**config.mk**
```make
export PLATFORM = sky130hd
export DESIGN_NAME = spm_pin_mux
export DESIGN_NICKNAME = d
export VERILOG_FILES = /design/src/common/spm_pkg.sv /design/src/logic/spm_pin_mux.sv
export VERILOG_INCLUDE_DIRS = /design/src /design/src/common
export SDC_FILE = /design/constraint.sdc
export NUM_CORES = 1
export LEC_CHECK = 0
export BUFFER_PORTS_ARGS = -buffer_cell sky130_fd_sc_hd__buf_2
export CAP_MARGIN = 20
export CORE_ASPECT_RATIO = 1.4
export CORE_MARGIN = 2
export CORE_UTILIZATION = 30
export CTS_CLUSTER_DIAMETER = 80
export DETAILED_ROUTE_END_ITERATION = 8
export GPL_ROUTABILITY_DRIVEN = 0
export MAX_ROUTING_LAYER = met4
export SLEW_MARGIN = 25
export SYNTH_ARGS = -nofsm -noshare
export SYNTH_HDL_FRONTEND = slang
export SYNTH_SLANG_ARGS = --single-unit
export TNS_END_PERCENT = 100
```
**constraint.sdc**
```tcl
create_clock -name clk -period 9.1 [get_ports clk]
set_clock_uncertainty 0.15 [all_clocks]
set_input_delay 0.91 -clock clk [delete_from_list [all_inputs] [get_ports clk]]
set_output_delay 0.91 -clock clk [all_outputs]
set_load 0.02 [all_outputs]
```
**src/common/spm_regs.svh**
```systemverilog
/*
  Register map, field positions, reset values and timing counts of the serial
  pin multiplexer. Assumes a 32-bit classic Wishbone slave with byte addresses.
*/
`ifndef SPM_REGS_SVH
`define SPM_REGS_SVH

// byte offsets
`define SPM_ADDR_MODE      8'h00
`define SPM_ADDR_CLKCTL    8'h04
`define SPM_ADDR_SLOTMAP   8'h08
`define SPM_ADDR_PORTSEL   8'h0C
`define SPM_ADDR_EVENT     8'h10
`define SPM_ADDR_STATUS    8'h14

// mode register fields
`define SPM_MODE_SEL_LSB   0
`define SPM_MODE_TXD_OD    2
`define SPM_MODE_INT_BRG   3
`define SPM_MODE_CD_AUTO   4
`define SPM_MODE_CTS_AUTO  5
`define SPM_MODE_CTS_ABORT 6
`define SPM_MODE_CD_SYNC   7
`define SPM_MODE_RESET     32'h0000_0030

// clock control register fields
`define SPM_CLK_BRG_DIS    11
`define SPM_CLK_RCLK_DIS   12
`define SPM_CLK_TCLK_DIS   13
`define SPM_CLKCTL_RESET   32'h0000_0000

// slot map: three 2-bit channel indexes, then strobe masks
`define SPM_SLOT_W         2
`define SPM_SLOT_NONE      2'h3
`define SPM_DATA_STROBE_OUTPUT_1_LSB       8
`define SPM_DATA_STROBE_OUTPUT_2_LSB       10
`define SPM_SLOTMAP_RESET  32'h0000_0024

// port select: port 2 pio bits, port 3 pio bits, scp enable
`define SPM_P3_PIO_LSB     8
`define SPM_SCP_EN         16
`define SPM_PORTSEL_RESET  32'h0000_0000

// event and status bits, pcm request pin positions
`define SPM_EV_CD          0
`define SPM_EV_CTS         1
`define SPM_P2_RTS_BIT     5
`define SPM_P3_RTS_BIT     6

// clock edges a changed line must hold before it counts
`define SPM_HOLD_EDGES     2'h2

`endif

```
**src/common/spm_pkg.sv**
```systemverilog
/*
  Types of the serial pin multiplexer. Assumes nothing beyond the tool.
*/
package spm_pkg;
  // serial interface modes
  typedef enum logic [1:0] {
    SPM_NON_MULTIPLEXED_MODE = 2'h0,
    SPM_FIRST_ISDN_BUS_MODE  = 2'h1,
    SPM_SECOND_ISDN_BUS_MODE = 2'h2,
    SPM_PCM_MODE             = 2'h3
  } spm_mode_t;

  typedef logic [2:0] spm_chan_t;
endpackage

```
**src/logic/spm_pin_mux.sv**
```systemverilog
/*
  Pin-function multiplexer of the physical layer serial interface: the shared
  layer-1 port, the port 2 / port 3 pin groups, clock pin enables, PCM sync
  decoding and line change events, with a classic Wishbone register slave.
  Assumes the serial channels, baud generator and parallel port sit on clk.
*/
// Added by the designer: the placing of the registers and the Wishbone register port.
`include "spm_regs.svh"

// Notes on behaviour
// - mux modes share port one with channels
// - port two/three pins pick channel or parallel
// - one plain mode, three multiplexed modes
// - receive pin feeds channel one or layer1
// - plain mode transmit pin may be open-drain
// - push-pull transmit in isdn1, tristate pcm, open-drain isdn2
// - receive clock direction follows clock source
// - receive clock disable bit floats pin
// - transmit clock pin function per mode
// - transmit clock disable bit floats pin
// - internal generator drives both clock pins, plain mode
// - pcm sync code selects slot or mute
// - slots map to channels by register
// - strobes mark b1/b2 times per masks
// - carrier pin function per mode
// - carrier change held two edges sets event, plain mode
// - carrier pin becomes interrupt when not automatic
// - carrier level readable in status
// - carrier pin gives external sync, plain mode
// - pcm request pins of attached channels
// - strobe two on parallel bit seven, isdn modes
// - clear-to-send change sets event, plain mode, optional abort
// - request pin function per mode
// - inverted generator clock, high when disabled
module spm_pin_mux
  import spm_pkg::*;
#(
  parameter int unsigned PORT2_PINS = 8,
  parameter int unsigned PORT3_PIO  = 5
) (
  input  wire logic                  clk,
  input  wire logic                  rst,
  input  wire logic [7:0]            wb_adr_i,
  input  wire logic [31:0]           wb_dat_i,
  input  wire logic [3:0]            wb_sel_i,
  input  wire logic                  wb_we_i,
  input  wire logic                  wb_cyc_i,
  input  wire logic                  wb_stb_i,
  output logic [31:0]                wb_dat_o,
  output logic                       wb_ack_o,
  input  wire logic                  receive_data_pin_i,
  output logic                       transmit_data_pin_o,
  output logic                       transmit_data_pin_oe_n,
  input  wire logic                  receive_clock_pin_i,
  output logic                       receive_clock_pin_o,
  output logic                       receive_clock_pin_oe_n,
  input  wire logic                  transmit_clock_pin_i,
  output logic                       transmit_clock_pin_o,
  output logic                       transmit_clock_pin_oe_n,
  input  wire logic                  carrier_detect_pin_i,
  input  wire logic                  clear_to_send_pin_i,
  output logic                       clear_to_send_pin_o,
  output logic                       clear_to_send_pin_oe_n,
  output logic                       request_to_send_pin_o,
  output logic                       baud_gen_clock_out_o,
  output logic [PORT2_PINS-1:0]      port2_pin_o,
  output logic [PORT3_PIO+2:0]       port3_pin_o,
  input  wire logic                  baud_gen_clk_i,
  input  wire logic                  isdn_data_clk_i,
  input  wire logic                  isdn_b1_time_i,
  input  wire logic                  isdn_b2_time_i,
  input  spm_pkg::spm_chan_t         ch_txd_i,
  input  spm_pkg::spm_chan_t         ch_rts_i,
  input  wire logic [PORT2_PINS-1:0] ch2_pin_i,
  input  wire logic [PORT3_PIO+2:0]  ch3_pin_i,
  input  wire logic [PORT2_PINS-1:0] pio2_pin_i,
  input  wire logic [PORT3_PIO-1:0]  pio3_pin_i,
  input  wire logic [2:0]            scp_pin_i,
  output spm_pkg::spm_chan_t         ch_rxd_o,
  output logic                       ch1_rx_clk_o,
  output logic                       ch1_tx_clk_o,
  output logic                       ch1_cd_o,
  output logic                       ch1_cts_o,
  output logic                       ch1_sync_o,
  output logic                       ext_irq_o,
  output logic                       cts_abort_o
);
  import spm_pkg::*;

  localparam int unsigned NSYNC = 5; // rxd, rclk, tclk, cd, cts

  // byte-lane merge used by the mode, clock control, slot map and port select registers
  function automatic logic [31:0] lane_merge(input logic [31:0] old_v, input logic [31:0] new_v,
                                             input logic [3:0] sel);
    logic [31:0] r;
    r = old_v;
    for (int b = 0; b < 4; b++) begin
      if (sel[b]) begin
        r[8*b +: 8] = new_v[8*b +: 8];
      end
    end
    return r;
  endfunction

  // three-stage pin synchronisers; a change counts once stages two and three agree
  logic [NSYNC-1:0] s1_q, s2_q, s3_q, pin_q, pin_d;
  always_comb begin
    pin_d = pin_q;
    for (int i = 0; i < NSYNC; i++) begin
      if (s2_q[i] == s3_q[i]) begin
        pin_d[i] = s3_q[i];
      end
    end
  end
  always_ff @(posedge clk or posedge rst) begin
    if (rst) begin
      s1_q  <= 5'h1F;
      s2_q  <= 5'h1F;
      s3_q  <= 5'h1F;
      pin_q <= 5'h1F;
    end else begin
      s1_q  <= {clear_to_send_pin_i, carrier_detect_pin_i, transmit_clock_pin_i,
                receive_clock_pin_i, receive_data_pin_i};
      s2_q  <= s1_q;
      s3_q  <= s2_q;
      pin_q <= pin_d;
    end
  end
  logic rxd_s, rclk_s, tclk_s, cd_s, cts_s;
  assign {cts_s, cd_s, tclk_s, rclk_s, rxd_s} = pin_q;

  // register file and wishbone slave; ack one cycle after the request, then low
  logic [31:0] mode_q, mode_d, clk_q, clk_d, slot_q, slot_d, psel_q, psel_d;
  logic [1:0]  ev_q, ev_d, ev_set;
  logic [31:0] rdat_q, rdat_d;
  logic        ack_q, ack_d, wr_en;
  assign wr_en = wb_cyc_i & wb_stb_i & wb_we_i & ~ack_q;

  spm_mode_t mode;
  logic      non_multiplexed_mode, pcm, isdn, int_brg;
  assign mode    = spm_mode_t'(mode_q[`SPM_MODE_SEL_LSB +: 2]);
  assign non_multiplexed_mode    = (mode == SPM_NON_MULTIPLEXED_MODE);
  assign pcm     = (mode == SPM_PCM_MODE);
  assign isdn    = ~non_multiplexed_mode & ~pcm;
  assign int_brg = mode_q[`SPM_MODE_INT_BRG];

  always_comb begin
    mode_d = mode_q;
    clk_d  = clk_q;
    slot_d = slot_q;
    psel_d = psel_q;
    ev_d   = ev_q;
    rdat_d = 32'h0000_0000;
    ack_d  = wb_cyc_i & wb_stb_i & ~ack_q;
    if (wr_en) begin
      case (wb_adr_i)
        `SPM_ADDR_MODE:    mode_d = lane_merge(mode_q, wb_dat_i, wb_sel_i);
        `SPM_ADDR_CLKCTL:  clk_d  = lane_merge(clk_q, wb_dat_i, wb_sel_i);
        `SPM_ADDR_SLOTMAP: slot_d = lane_merge(slot_q, wb_dat_i, wb_sel_i);
        `SPM_ADDR_PORTSEL: psel_d = lane_merge(psel_q, wb_dat_i, wb_sel_i);
        `SPM_ADDR_EVENT: begin
          if (wb_sel_i[0]) begin
            ev_d = ev_q & ~wb_dat_i[1:0]; // write one to clear
          end
        end
        default: ;
      endcase
    end
    ev_d = ev_d | ev_set; // a new event beats a clear in the same cycle
    if (wb_cyc_i & wb_stb_i & ~wb_we_i & ~ack_q) begin
      case (wb_adr_i)
        `SPM_ADDR_MODE:    rdat_d = mode_q;
        `SPM_ADDR_CLKCTL:  rdat_d = clk_q;
        `SPM_ADDR_SLOTMAP: rdat_d = slot_q;
        `SPM_ADDR_PORTSEL: rdat_d = psel_q;
        `SPM_ADDR_EVENT:   rdat_d = {30'h0000_0000, ev_q};
        `SPM_ADDR_STATUS:  rdat_d = {28'h000_0000, mode, cts_s, cd_s};
        default:           rdat_d = 32'h0000_0000;
      endcase
    end
  end
  always_ff @(posedge clk or posedge rst) begin
    if (rst) begin
      mode_q <= `SPM_MODE_RESET;
      clk_q  <= `SPM_CLKCTL_RESET;
      slot_q <= `SPM_SLOTMAP_RESET;
      psel_q <= `SPM_PORTSEL_RESET;
      ev_q   <= 2'h0;
      rdat_q <= 32'h0000_0000;
      ack_q  <= 1'b0;
    end else begin
      mode_q <= mode_d;
      clk_q  <= clk_d;
      slot_q <= slot_d;
      psel_q <= psel_d;
      ev_q   <= ev_d;
      rdat_q <= rdat_d;
      ack_q  <= ack_d;
    end
  end
  assign wb_dat_o = rdat_q;
  assign wb_ack_o = ack_q;

  // line change filters: carrier on the receive clock, clear-to-send on the transmit clock
  logic [1:0] lclk_prev_q, lclk_prev_d, lvl_q, lvl_d, lclk, line;
  logic [3:0] cnt_q, cnt_d;
  assign lclk = {(non_multiplexed_mode & int_brg) ? baud_gen_clk_i : tclk_s,
                 (non_multiplexed_mode & int_brg) ? baud_gen_clk_i : rclk_s};
  assign line = {cts_s, cd_s};
  always_comb begin
    lclk_prev_d = lclk;
    lvl_d       = lvl_q;
    cnt_d       = cnt_q;
    ev_set      = 2'h0;
    for (int i = 0; i < 2; i++) begin
      if (line[i] == lvl_q[i]) begin
        cnt_d[2*i +: 2] = 2'h0;
      end else if (lclk[i] & ~lclk_prev_q[i]) begin
        if (cnt_q[2*i +: 2] + 2'h1 >= `SPM_HOLD_EDGES) begin
          lvl_d[i]        = line[i];
          cnt_d[2*i +: 2] = 2'h0;
          ev_set[i]       = non_multiplexed_mode;
        end else begin
          cnt_d[2*i +: 2] = cnt_q[2*i +: 2] + 2'h1;
        end
      end
    end
  end
  always_ff @(posedge clk or posedge rst) begin
    if (rst) begin
      lclk_prev_q <= 2'h3;
      lvl_q       <= 2'h3;
      cnt_q       <= 4'h0;
    end else begin
      lclk_prev_q <= lclk_prev_d;
      lvl_q       <= lvl_d;
      cnt_q       <= cnt_d;
    end
  end

  // pin and channel routing, all registered so every output leaves a flop
  logic        txd_d, txd_oe_n_d, rclk_d, rclk_oe_n_d, tclk_d, tclk_oe_n_d;
  logic        cts_o_d, cts_oe_n_d, rts_d, brg_d, rxclk_d, txclk_d, cd_d, ctsc_d, sync_d, irq_d, abort_d;
  logic        data_strobe_output_1, data_strobe_output_2, slot_on;
  logic [1:0]  code, slot_ch;
  spm_chan_t   rxd_d, attached;
  logic [PORT2_PINS-1:0] p2_d;
  logic [PORT3_PIO+2:0]  p3_d;
  logic [31:0] q_txd, q_rclk, q_tclk, q_cts, q_rts, q_brg, q_misc;

  assign code    = {cd_s, tclk_s};
  assign slot_on = (code != 2'h0);
  assign slot_ch = slot_q[`SPM_SLOT_W*2'(code - 2'h1) +: 2];
  assign data_strobe_output_1 = (slot_q[`SPM_DATA_STROBE_OUTPUT_1_LSB] & isdn_b1_time_i) | (slot_q[`SPM_DATA_STROBE_OUTPUT_1_LSB+1] & isdn_b2_time_i);
  assign data_strobe_output_2 = (slot_q[`SPM_DATA_STROBE_OUTPUT_2_LSB] & isdn_b1_time_i) | (slot_q[`SPM_DATA_STROBE_OUTPUT_2_LSB+1] & isdn_b2_time_i);

  // a channel is on the highway if any slot names it
  generate
    for (genvar c = 0; c < 3; c++) begin : g_att
      assign attached[c] = (slot_q[1:0] == 2'(c)) | (slot_q[3:2] == 2'(c)) | (slot_q[5:4] == 2'(c));
    end
  endgenerate

  always_comb begin
    // transmit data: plain mode push-pull or open-drain; layer-1 per mode
    txd_d      = ch_txd_i[0];
    txd_oe_n_d = 1'b0;
    if (non_multiplexed_mode) begin
      if (mode_q[`SPM_MODE_TXD_OD]) begin
        txd_d      = 1'b0;
        txd_oe_n_d = ch_txd_i[0];
      end
    end else if (pcm) begin
      txd_d      = (slot_on && slot_ch != `SPM_SLOT_NONE) ? ch_txd_i[slot_ch] : 1'b1;
      txd_oe_n_d = ~slot_on | (slot_ch == `SPM_SLOT_NONE);
    end else if (mode == SPM_SECOND_ISDN_BUS_MODE) begin
      txd_d      = 1'b0;
      txd_oe_n_d = &ch_txd_i;
    end else begin
      txd_d      = &ch_txd_i;
    end
    // receive data to the channels
    rxd_d = 3'h7;
    if (non_multiplexed_mode) begin
      rxd_d[0] = rxd_s;
    end else if (pcm) begin
      if (slot_on && slot_ch != `SPM_SLOT_NONE) begin
        rxd_d[slot_ch] = rxd_s;
      end
    end else begin
      rxd_d = {3{rxd_s}};
    end
    // clock pins; the generator drives both only in plain mode
    rclk_d      = baud_gen_clk_i;
    rclk_oe_n_d = ~(non_multiplexed_mode & int_brg) | clk_q[`SPM_CLK_RCLK_DIS];
    tclk_d      = isdn ? data_strobe_output_1 : baud_gen_clk_i;
    tclk_oe_n_d = ~((non_multiplexed_mode & int_brg) | isdn) | clk_q[`SPM_CLK_TCLK_DIS];
    rxclk_d     = (non_multiplexed_mode & int_brg) ? baud_gen_clk_i : rclk_s;
    txclk_d     = (non_multiplexed_mode & int_brg) ? baud_gen_clk_i : (non_multiplexed_mode ? tclk_s : rclk_s);
    brg_d       = clk_q[`SPM_CLK_BRG_DIS] | ~baud_gen_clk_i;
    // carrier, clear-to-send and request pins
    cd_d    = non_multiplexed_mode ? cd_s : 1'b1;
    sync_d  = non_multiplexed_mode ? (mode_q[`SPM_MODE_CD_SYNC] & cd_s) : (isdn & cd_s);
    irq_d   = non_multiplexed_mode & ~mode_q[`SPM_MODE_CD_AUTO] & ev_set[`SPM_EV_CD];
    abort_d = mode_q[`SPM_MODE_CTS_ABORT] & mode_q[`SPM_MODE_CTS_AUTO] & ev_set[`SPM_EV_CTS];
    ctsc_d     = cts_s;
    cts_o_d    = ~(slot_on & attached[0]);
    cts_oe_n_d = ~pcm;
    case (mode)
      SPM_NON_MULTIPLEXED_MODE: rts_d = ch_rts_i[0];
      SPM_FIRST_ISDN_BUS_MODE:  rts_d = &ch_rts_i;
      SPM_SECOND_ISDN_BUS_MODE: rts_d = isdn_data_clk_i;
      SPM_PCM_MODE:             rts_d = ch_rts_i[0] | ~attached[0];
      default:                  rts_d = 1'b1;
    endcase
    // port 2: channel or parallel per pin, bit seven carries strobe two in isdn
    for (int i = 0; i < PORT2_PINS; i++) begin
      p2_d[i] = psel_q[i] ? pio2_pin_i[i] : ch2_pin_i[i];
    end
    if (pcm && !psel_q[`SPM_P2_RTS_BIT]) begin
      p2_d[`SPM_P2_RTS_BIT] = ch_rts_i[1] | ~attached[1];
    end
    if (isdn) begin
      p2_d[PORT2_PINS-1] = data_strobe_output_2;
    end
    // port 3: five parallel-or-channel pins, three scp-or-channel pins
    for (int i = 0; i < PORT3_PIO; i++) begin
      p3_d[i] = psel_q[`SPM_P3_PIO_LSB+i] ? pio3_pin_i[i] : ch3_pin_i[i];
    end
    for (int i = 0; i < 3; i++) begin
      p3_d[PORT3_PIO+i] = psel_q[`SPM_SCP_EN] ? scp_pin_i[i] : ch3_pin_i[PORT3_PIO+i];
    end
    if (pcm && !psel_q[`SPM_SCP_EN]) begin
      p3_d[`SPM_P3_RTS_BIT] = ch_rts_i[2] | ~attached[2];
    end
  end

  always_ff @(posedge clk or posedge rst) begin
    if (rst) begin
      q_txd  <= 32'h0000_0003;
      q_rclk <= 32'h0000_0002;
      q_tclk <= 32'h0000_0002;
      q_cts  <= 32'h0000_0003;
      q_rts  <= 32'h0000_0001;
      q_brg  <= 32'h0000_0001;
      q_misc <= 32'h0000_0017;
      port2_pin_o <= '0;
      port3_pin_o <= '0;
      ch_rxd_o    <= 3'h7;
    end else begin
      q_txd  <= {30'h0000_0000, txd_oe_n_d, txd_d};
      q_rclk <= {30'h0000_0000, rclk_oe_n_d, rclk_d};
      q_tclk <= {30'h0000_0000, tclk_oe_n_d, tclk_d};
      q_cts  <= {30'h0000_0000, cts_oe_n_d, cts_o_d};
      q_rts  <= {31'h0000_0000, rts_d};
      q_brg  <= {31'h0000_0000, brg_d};
      q_misc <= {24'h00_0000, 1'b0, abort_d, irq_d, sync_d, ctsc_d, cd_d, txclk_d, rxclk_d};
      port2_pin_o <= p2_d;
      port3_pin_o <= p3_d;
      ch_rxd_o    <= rxd_d;
    end
  end
  assign {transmit_data_pin_oe_n, transmit_data_pin_o}   = q_txd[1:0];
  assign {receive_clock_pin_oe_n, receive_clock_pin_o}   = q_rclk[1:0];
  assign {transmit_clock_pin_oe_n, transmit_clock_pin_o} = q_tclk[1:0];
  assign {clear_to_send_pin_oe_n, clear_to_send_pin_o}   = q_cts[1:0];
  assign request_to_send_pin_o = q_rts[0];
  assign baud_gen_clock_out_o  = q_brg[0];
  assign {cts_abort_o, ext_irq_o, ch1_sync_o, ch1_cts_o, ch1_cd_o, ch1_tx_clk_o, ch1_rx_clk_o} = q_misc[6:0];
endmodule // spm_pin_mux

```
# Word-level counts from Yosys, hierarchy flattened
# Cells that the tools add are included.
# totals
out_inout_bits	69
reg_bits	227
# classes
add_sub_neg	3
shifts	1
eq_ne	23
n_lt_le_gt_ge	4
n_bitwise	59
n_reduce_logical	34
mux	61
# op_table
cell	count
one-hot mux 32 bit (6 select lines)	1
AND reduction 3 bit	20
two-way mux 1 bit	44
two-way mux 32 bit	1
variable part select 32 x 4 -> 2 bit	1
bitwise AND 1 bit	21
two-way mux 2 bit	10
inverter 1 bit	17
== test 8 x 4 -> 1 bit (second input constant)	2
== test 8 x 5 -> 1 bit (second input constant)	2
OR 1 bit	16
== test 2 bit (second input constant)	6
== test 2 x 1 -> 1 bit (second input constant)	4
== test 8 x 3 -> 1 bit (second input constant)	1
zero test 2 bit	4
zero test 8 bit	1
== test 1 bit	7
two-way mux 3 bit	2
nonzero test 2 bit	3
adder 2 x 1 -> 2 bit (second input constant)	2
>= comparator 2 bit (second input constant)	2
logical AND 1 bit	4
one-hot mux 1 bit (4 select lines)	1
less-than comparator 2 x 3 -> 1 bit (second input constant)	1
other kinds (11)	12

# Depth between registers and ports, before layout
# Gate-level depths: netlist of the first run.
# depth
word_depth	11
mapped_depth	7

# Worst setup path before layout of the first run
# No wires, ideal clock.
# synth_timing
path_kind	input port to flip-flop
start	in wb_adr_i[0]
end	reg clk_q[0]
stages	6
t_required_ns	8.822
setup_time_ns	0.128
arrival_time_ns	2.254
setup_slack_ns	6.568
n_path_buf	2
path_cell_list	buf_4 -> nor4b_4 -> and2_1 -> buf_2 -> nand2_2 -> mux2_1
# synth_via
elab_chain_cells	2
# synth_rtl
item	line	source
start, declared	spm_pin_mux.sv:43	input wire logic [7:0] wb_adr_i,
== test 8 x 3 -> 1 bit	spm_pin_mux.sv:156	case (wb_adr_i)
AND reduction 3 bit (no line)	-	
end signal, assigned	spm_pin_mux.sv:185	clk_q <= `SPM_CLKCTL_RESET;
end signal, assigned	spm_pin_mux.sv:193	clk_q <= clk_d;
end, declared	spm_pin_mux.sv:133	logic [31:0] mode_q, mode_d, clk_q, clk_d, slot_q, slot_d, psel_q, psel_d;
# Every way passes these cells.
# A chain may end at the register's enable or synchronous reset.

# Worst setup path in the final report of the first run
# layout_timing
start	reg mode_q[0]
end	reg q_misc[6]
# layout_via
elab_chain_cells	7
word_cells_on_any_way	8
# layout_rtl
item	line	source
start, declared	spm_pin_mux.sv:133	
start signal, assigned	spm_pin_mux.sv:184	mode_q <= `SPM_MODE_RESET;
start signal, assigned	spm_pin_mux.sv:192	mode_q <= mode_d;
zero test 2 bit *	spm_pin_mux.sv:142	assign non_multiplexed_mode = (mode == SPM_NON_MULTIPLEXED_MODE);
bitwise AND 1 bit	spm_pin_mux.sv:207	assign lclk = {(non_multiplexed_mode & int_brg) ? baud_gen_clk_i : tclk_s,
two-way mux 1 bit	spm_pin_mux.sv:207	
bitwise AND 1 bit	spm_pin_mux.sv:218	end else if (lclk[i] & ~lclk_prev_q[i]) begin
two-way mux 1 bit *	spm_pin_mux.sv:218	
two-way mux 1 bit *	spm_pin_mux.sv:216	if (line[i] == lvl_q[i]) begin
bitwise AND 1 bit *	spm_pin_mux.sv:305	abort_d = mode_q[`SPM_MODE_CTS_ABORT] & mode_q[`SPM_MODE_CTS_AUTO] & ev_set[`SPM_EV_CTS];
via abort_d	spm_pin_mux.sv:243	logic cts_o_d, cts_oe_n_d, rts_d, brg_d, rxclk_d, txclk_d, cd_d, ctsc_d, sync_d, irq_d, abort_d;
end signal, assigned	spm_pin_mux.sv:357	q_misc <= {24'h00_0000, 1'b0, abort_d, irq_d, sync_d, ctsc_d, cd_d, txclk_d, rxclk_d};
end, declared	spm_pin_mux.sv:249	logic [31:0] q_txd, q_rclk, q_tclk, q_cts, q_rts, q_brg, q_misc;
# Mark *: on every way through the listed nets, which the timed path passes. The rest lies on a longest branch.

==> results of run 1 <==
## per-layer routing
| layer | share of wire | vias to the layer above |
|---|---|---|
| li1 | - | 2739 |
| met1 | 0.41 | 3078 |
| met2 | 0.52 | 154 |
| met3 | 0.049 | 29 |
| met4 | 0.019 | 0 |
| met5 | 0 | - |
## cell type report
class	count	area (um2)	share of cell area
repair buffers	171	877	0.0773
clock inverters	13	204	0.0180
flip-flops and latches	226	5710	0.503
inverters	17	71.3	0.00629
multi-input cells	387	3360	0.297
clock buffers	28	624	0.0550
well taps	390	488	0.0430
diodes	2	5.00	0.000441
## worst paths after layout
check,to,slack [ns]
max,q_misc[6]$_DFF_PP0_,6.51
min,s2_q[2]$_DFF_PP1_,0.20
max reg2reg,q_misc[6]$_DFF_PP0_,6.51
min reg2reg,s2_q[2]$_DFF_PP1_,0.20
max in group asynchronous,mode_q[11]$_DFFE_PP0P_,7.17
min in group asynchronous,q_misc[3]$_DFF_PP0_,0.33
## flip-flops by register name (all words and copies together) (netlist names), 3 cells and up
register,flops
slot_q,32
wb_dat_o,32
ch_rxd_o,3
port3_pin_o,8
mode_q,32
s1_q,5
clk_q,32
port2_pin_o,8
s3_q,5
s2_q,5
cnt_q,4
psel_q,32
q_misc,6
pin_q,5
## power groups by stage
stage / logic (mW) / registers, mW / clock network (mW)
finish: 0.141 / 1.06 / 1.04
global route: 0.160 / 1.07 / 1.12
CTS: 0.145 / 1.06 / 1.07
detailed placement: 0.145 / 1.08 / 0
global placement: 0.141 / 1.08 / 0
floorplan: 0.0738 / 1.09 / 0
## worst max-delay path: stages, from the launching register on
cell and delay, ns:
dfrtp_1 0.45, inv_1 0.14, ha_1 0.62, nand3_1 0.26
a21oi_1 0.36, and4_1 0.34, and3_1 0.20
## placed cells by master, fill, tap and decap left out, types with 4 or more instances in the layout
cell type,instances
mux2_2,27
nor2b_1,6
bufinv_16,5
o22ai_1,5
nand2b_1,7
dfstp_2,42
a222oi_1,28
o21ai_0,6
a21oi_1,38
inv_1,16
and2_1,6
nand2_1,38
nor2_1,12
mux2i_1,6
nand2_2,16
nor3_1,9
mux2_1,120
dfrtp_1,184
mux4_2,4
buf_2,164
buf_4,6
ha_1,8
a22oi_1,4
clkbuf_16,23
maj3_1,5
clkinv_2,4
## kinds of logic (layout without fill, tap and decap cells)
logic type      count (synthesis)  in the layout  share of synthesized area
compound gates                 94             94                     0.0724
xor+xnor                        2              2                    0.00189
fa+ha+maj                      13             13                     0.0162
buf+inv                        44            229                     0.0221
flops                         226            226                      0.615
mux                           157            157                      0.195
other cells                     0              2                          0
simple gates                  121            121                     0.0775
==> reports/qor.csv, run 1 <==
metric,value,unit
status,"finished, final reports clean",
yosys.cell_count.top_type,dfrtp_1,
cp_max_fo,18,
power_frac_comb,0.063,
p_int,1.73,mW
syn-num-nets,761,
pin_count,165,
start_util,0.303,
clockRootBuffer,clkbuf_16,
switching_share,0.227,
leakage,5.48,nW
power.density,198,nW/um2
grt_pass1_wl,36900,um
clock_sinks,226,
grt_pass1_vias,6250,
cts_tree,done,
layout.cells.non_filler,1234,
num_vias,6000,
insertion_delay,0.52,ns
max_freq,386,MHz
die_width,153,um
drtAntennaViolNets,0,
worstRegToRegCells,6,
grt_use_total,0.150,
yosys.area.top_type,dfrtp_1,
tns,0,ns
ys.flop_type,dfrtp_1,
yosysTopAreaCellShare,0.496,
hp-start,s1_q[2]$_DFF_PP1_,
ir_drop,0.130,mV
cp.arrival,2.89,ns
fill_cells,3001,
portBuffers,164,
yosys_warnings,0,
drt_pass1_iterations,5,
min_path_type,flip-flop to flip-flop,
synth_area_leaders,"dfrtp_1 50%, mux2_1 15%, dfstp_2 12%",
cts_hold_buf,0,
die_y,212,um
slew_headroom,0.458,
drtIter0Drc,358,
rows,76,
tightest_slew,0.812,ns
cts_resized,0,
use_met3,0.0251,
dpl.cell_count,1191,
cts_setup_buffers,0,
avgViaCountPerCell,4.86,
setup_violations,0,
design.die.area,32400,um2
synth_seq_cells,226,
setup_slack,6.51,ns
drcViolationCount,0,
busiest_layer,met2,
cts_buffer_depth,3,
final_core_util,0.370,
synth-edff-count,0,
crit_start,mode_q[0]$_DFFE_PP0P_,
ys_types,50,
drv_cap,0,
use_met2,0.260,
cts.clk_slew.worst_paths,0.07,ns
dpl.hpwl,16300,um
grt_max_degree,90,
hold_depth,0,
critPathLaunchType,flip-flop,
fin_crit_sh,0.285,
finalCriticalPeriod,2.59,ns
pre_cts_ws,6.04,ns
hold_viol_final,0,
rsz0062_at_grt,false,
power.total,2.24,mW
pwr-share-seq,0.474,
grt_use_met1,0.182,
drive_gt1_frac,0.369,
htree_levels,1,
routed_wl,23400,um
detailed_place.area,10500,um2
async_reset_ff_frac,1.00,
netlist_instances,657,
final_area,11300,um2
cts_buffers,23,
syn2layout_area_growth,22.3,%
synth.avg_cell_area,14.1,um2
synth-seq-area-share,0.615,
p_sw,510,uW
cp-end-kind,flip-flop,
wl_per_cell,19.0,um
layout.nets,930,
netlist_area,9280,um2
antenna_found_initial,2,
crit_type,flip-flop to flip-flop,
slew_viol_final,0,
clkPwrFrac,0.463,
synth_commonest_cells,"184 x dfrtp_1, 120 x mux2_1, 42 x dfstp_2, 38 x a21oi_1, 38 x nand2_1",
overflow,0,
holdWs,0.204,ns
timing.rr.start,mode_q[0]$_DFFE_PP0P_,
core_area,30600,um2
required,9.40,ns
(Power assumes the default switching activity.)
==> run 2: changes to the inputs <==
==> constraint.sdc (replaced) <==
create_clock -name clk -period 2.4 [get_ports clk]
set_clock_uncertainty 0.15 [all_clocks]
set_input_delay 0.24 -clock clk [delete_from_list [all_inputs] [get_ports clk]]
set_output_delay 0.24 -clock clk [all_outputs]
set_load 0.02 [all_outputs]
==> reports/qor.csv, run 2 (synthesis gave the netlist of run 1 again) <==
metric,value,unit,change
crit_start,wb_ack_o$_DFF_PP0_,,was mode_q[0]$_DFFE_PP0P_
clkPwrFrac,0.440,,was 0.463
slew_headroom,0.619,,was 0.458
ir_drop,0.462,mV,was 0.130 mV
critPathLaunchType,flip-flop,,unchanged
cts_hold_buf,83,,was 0
final_area,12200,um2,was 11300 um2
portBuffers,164,,unchanged
pre_cts_ws,0.186,ns,was 6.04 ns
grt_pass1_wl,37300,um,was 36900 um
pwr-share-seq,0.482,,was 0.474
rsz0062_at_grt,false,,unchanged
timing.rr.start,wb_ack_o$_DFF_PP0_,,was mode_q[0]$_DFFE_PP0P_
critPathSlowestCell,or4_4,,was ha_1
overflow,0,,unchanged
drtAntennaViolNets,0,,unchanged
grt_use_total,0.150,,about the same
clockRootBuffer,clkbuf_16,,unchanged
min_path_type,primary input to flip-flop,,was flip-flop to flip-flop
cts_resized,0,,unchanged
start_util,0.303,,unchanged
max_freq,449,MHz,was 386 MHz
cts_buffer_depth,3,,unchanged
crit_type,flip-flop to flip-flop,,unchanged
routed_wl,23600,um,was 23400 um
drive_gt1_frac,0.339,,was 0.369
power_frac_comb,0.078,,was 0.063
setup_slack,0.171,ns,was 6.51 ns
grt_pass1_vias,6578,,was 6250
clock_sinks,226,,unchanged
avgViaCountPerCell,4.76,,was 4.86
antenna_found_initial,0,,was 2
wl_per_cell,17.8,um,was 19.0 um
cts_tree,done,,unchanged
fin_crit_sh,0.929,,was 0.285
final_core_util,0.399,,was 0.370
num_vias,6306,,was 6000
syn2layout_area_growth,31.6,%,was 22.3%
slew_viol_final,0,,unchanged
switching_share,0.225,,was 0.227
core_area,30600,um2,unchanged
hp-start,wb_adr_i[6],,was s1_q[2]$_DFF_PP1_
drcViolationCount,0,,unchanged
holdWs,0.105,ns,was 0.204 ns
detailed_place.area,10600,um2,was 10500 um2
drv_cap,0,,unchanged
p_int,6.48,mW,was 1.73 mW
dpl.cell_count,1199,,was 1191
rows,76,,unchanged
antennaDiodeCount,0,,was 2
path_buf_inv,1,,unchanged
power.total,8.36,mW,was 2.24 mW
crit_chain,nand3b_1 -> or4_4 -> or3_1 -> buf_4 -> nor4b_2,,was inv_1 -> ha_1 -> nand3_1 -> a21oi_1 -> and4_1 -> and3_1
cts.clk_slew.worst_paths,0.06,ns,was 0.07 ns
design.die.area,32400,um2,unchanged
insertion_delay,0.52,ns,about the same
path_delay_family,simple AND/OR/NAND/NOR gates,,unchanged
cp.arrival,2.50,ns,was 2.89 ns
status,"finished, final reports clean",,unchanged
mostFrequentLayoutCells,"184 x dfrtp_1, 164 x buf_2, 120 x mux2_1",,unchanged
pin_count,165,,unchanged
max_stage_delay,0.49,ns,was 0.62 ns
tns,0,ns,unchanged
p_sw,1.88,mW,was 510 uW
drtIter0Drc,378,,was 358
cts_setup_buffers,0,,unchanged
die_width,153,um,unchanged
finalCriticalPeriod,2.23,ns,was 2.59 ns
layout.cells.non_filler,1326,,was 1234
cts_buffers,24,,was 23
grt_max_degree,98,,was 90
layout.nets,1022,,was 930
die_y,212,um,unchanged
final_common_cell,dfrtp_1,,unchanged
htree_levels,1,,unchanged
hold_viol_final,0,,unchanged
required,2.67,ns,was 9.40 ns
cp-end-kind,flip-flop,,unchanged
setup_violations,0,,unchanged
leakage,5.85,nW,was 5.48 nW
drt_pass1_iterations,8,,was 5
power.density,685,nW/um2,was 198 nW/um2
cp_max_fo,16,,was 18
dpl.hpwl,16400,um,was 16300 um
tightest_slew,0.570,ns,was 0.812 ns
[run 2: cell type report]
type | count | area (um2)
Tap cell | 390 | 488
Clock inverter | 6 | 55.1
Multi-Input combinational cell | 387 | 3360
Timing Repair Buffer | 262 | 1790
Clock buffer | 38 | 734
Sequential cell | 226 | 5710
Fill cell | 2905 | 18400
Inverter | 17 | 67.6
[run 2: final timing paths]
check | endpoint | slack, ns | depth (start not counted)
max | wb_dat_o[30]$_DFF_PP0_ | 0.17 | 5
min in group asynchronous | psel_q[10]$_DFFE_PP0P_ | 0.30 | 4
max in group asynchronous | clk_q[18]$_DFFE_PP0P_ | 1.32 | 4
min reg2reg | s2_q[4]$_DFF_PP1_ | 0.21 | 0
max reg2reg | wb_dat_o[30]$_DFF_PP0_ | 0.17 | 5
min | wb_dat_o[3]$_DFF_PP0_ | 0.10 | 5
[run 2: routing by layer]
layer / global-route usage / wire length (um)
met1: 0.186 / 10100
met2: 0.254 / 11900
met3: 0.0245 / 1140
met4: 0.0434 / 460
met5: - / 0
[run 2: worst reg2reg max path, delay by kind of cell (launching register included)]
| kind | cells | cell delay (ns) |
|---|---|---|
| buffers and inverters | 1 | 0.23 |
| DFF | 1 | 0.39 |
| and+or+nand+nor | 4 | 1.35 |
[run 2: power by group through the flow]
stage | Clock (mW) | Sequential (mW) | Combinational (mW)
floorplan | 0 | 4.13 | 0.280
global placement | 0 | 4.10 | 0.549
detailed placement | 0 | 4.10 | 0.560
CTS | 3.81 | 4.03 | 0.665
global route | 3.99 | 4.04 | 0.726
finish | 3.67 | 4.03 | 0.652
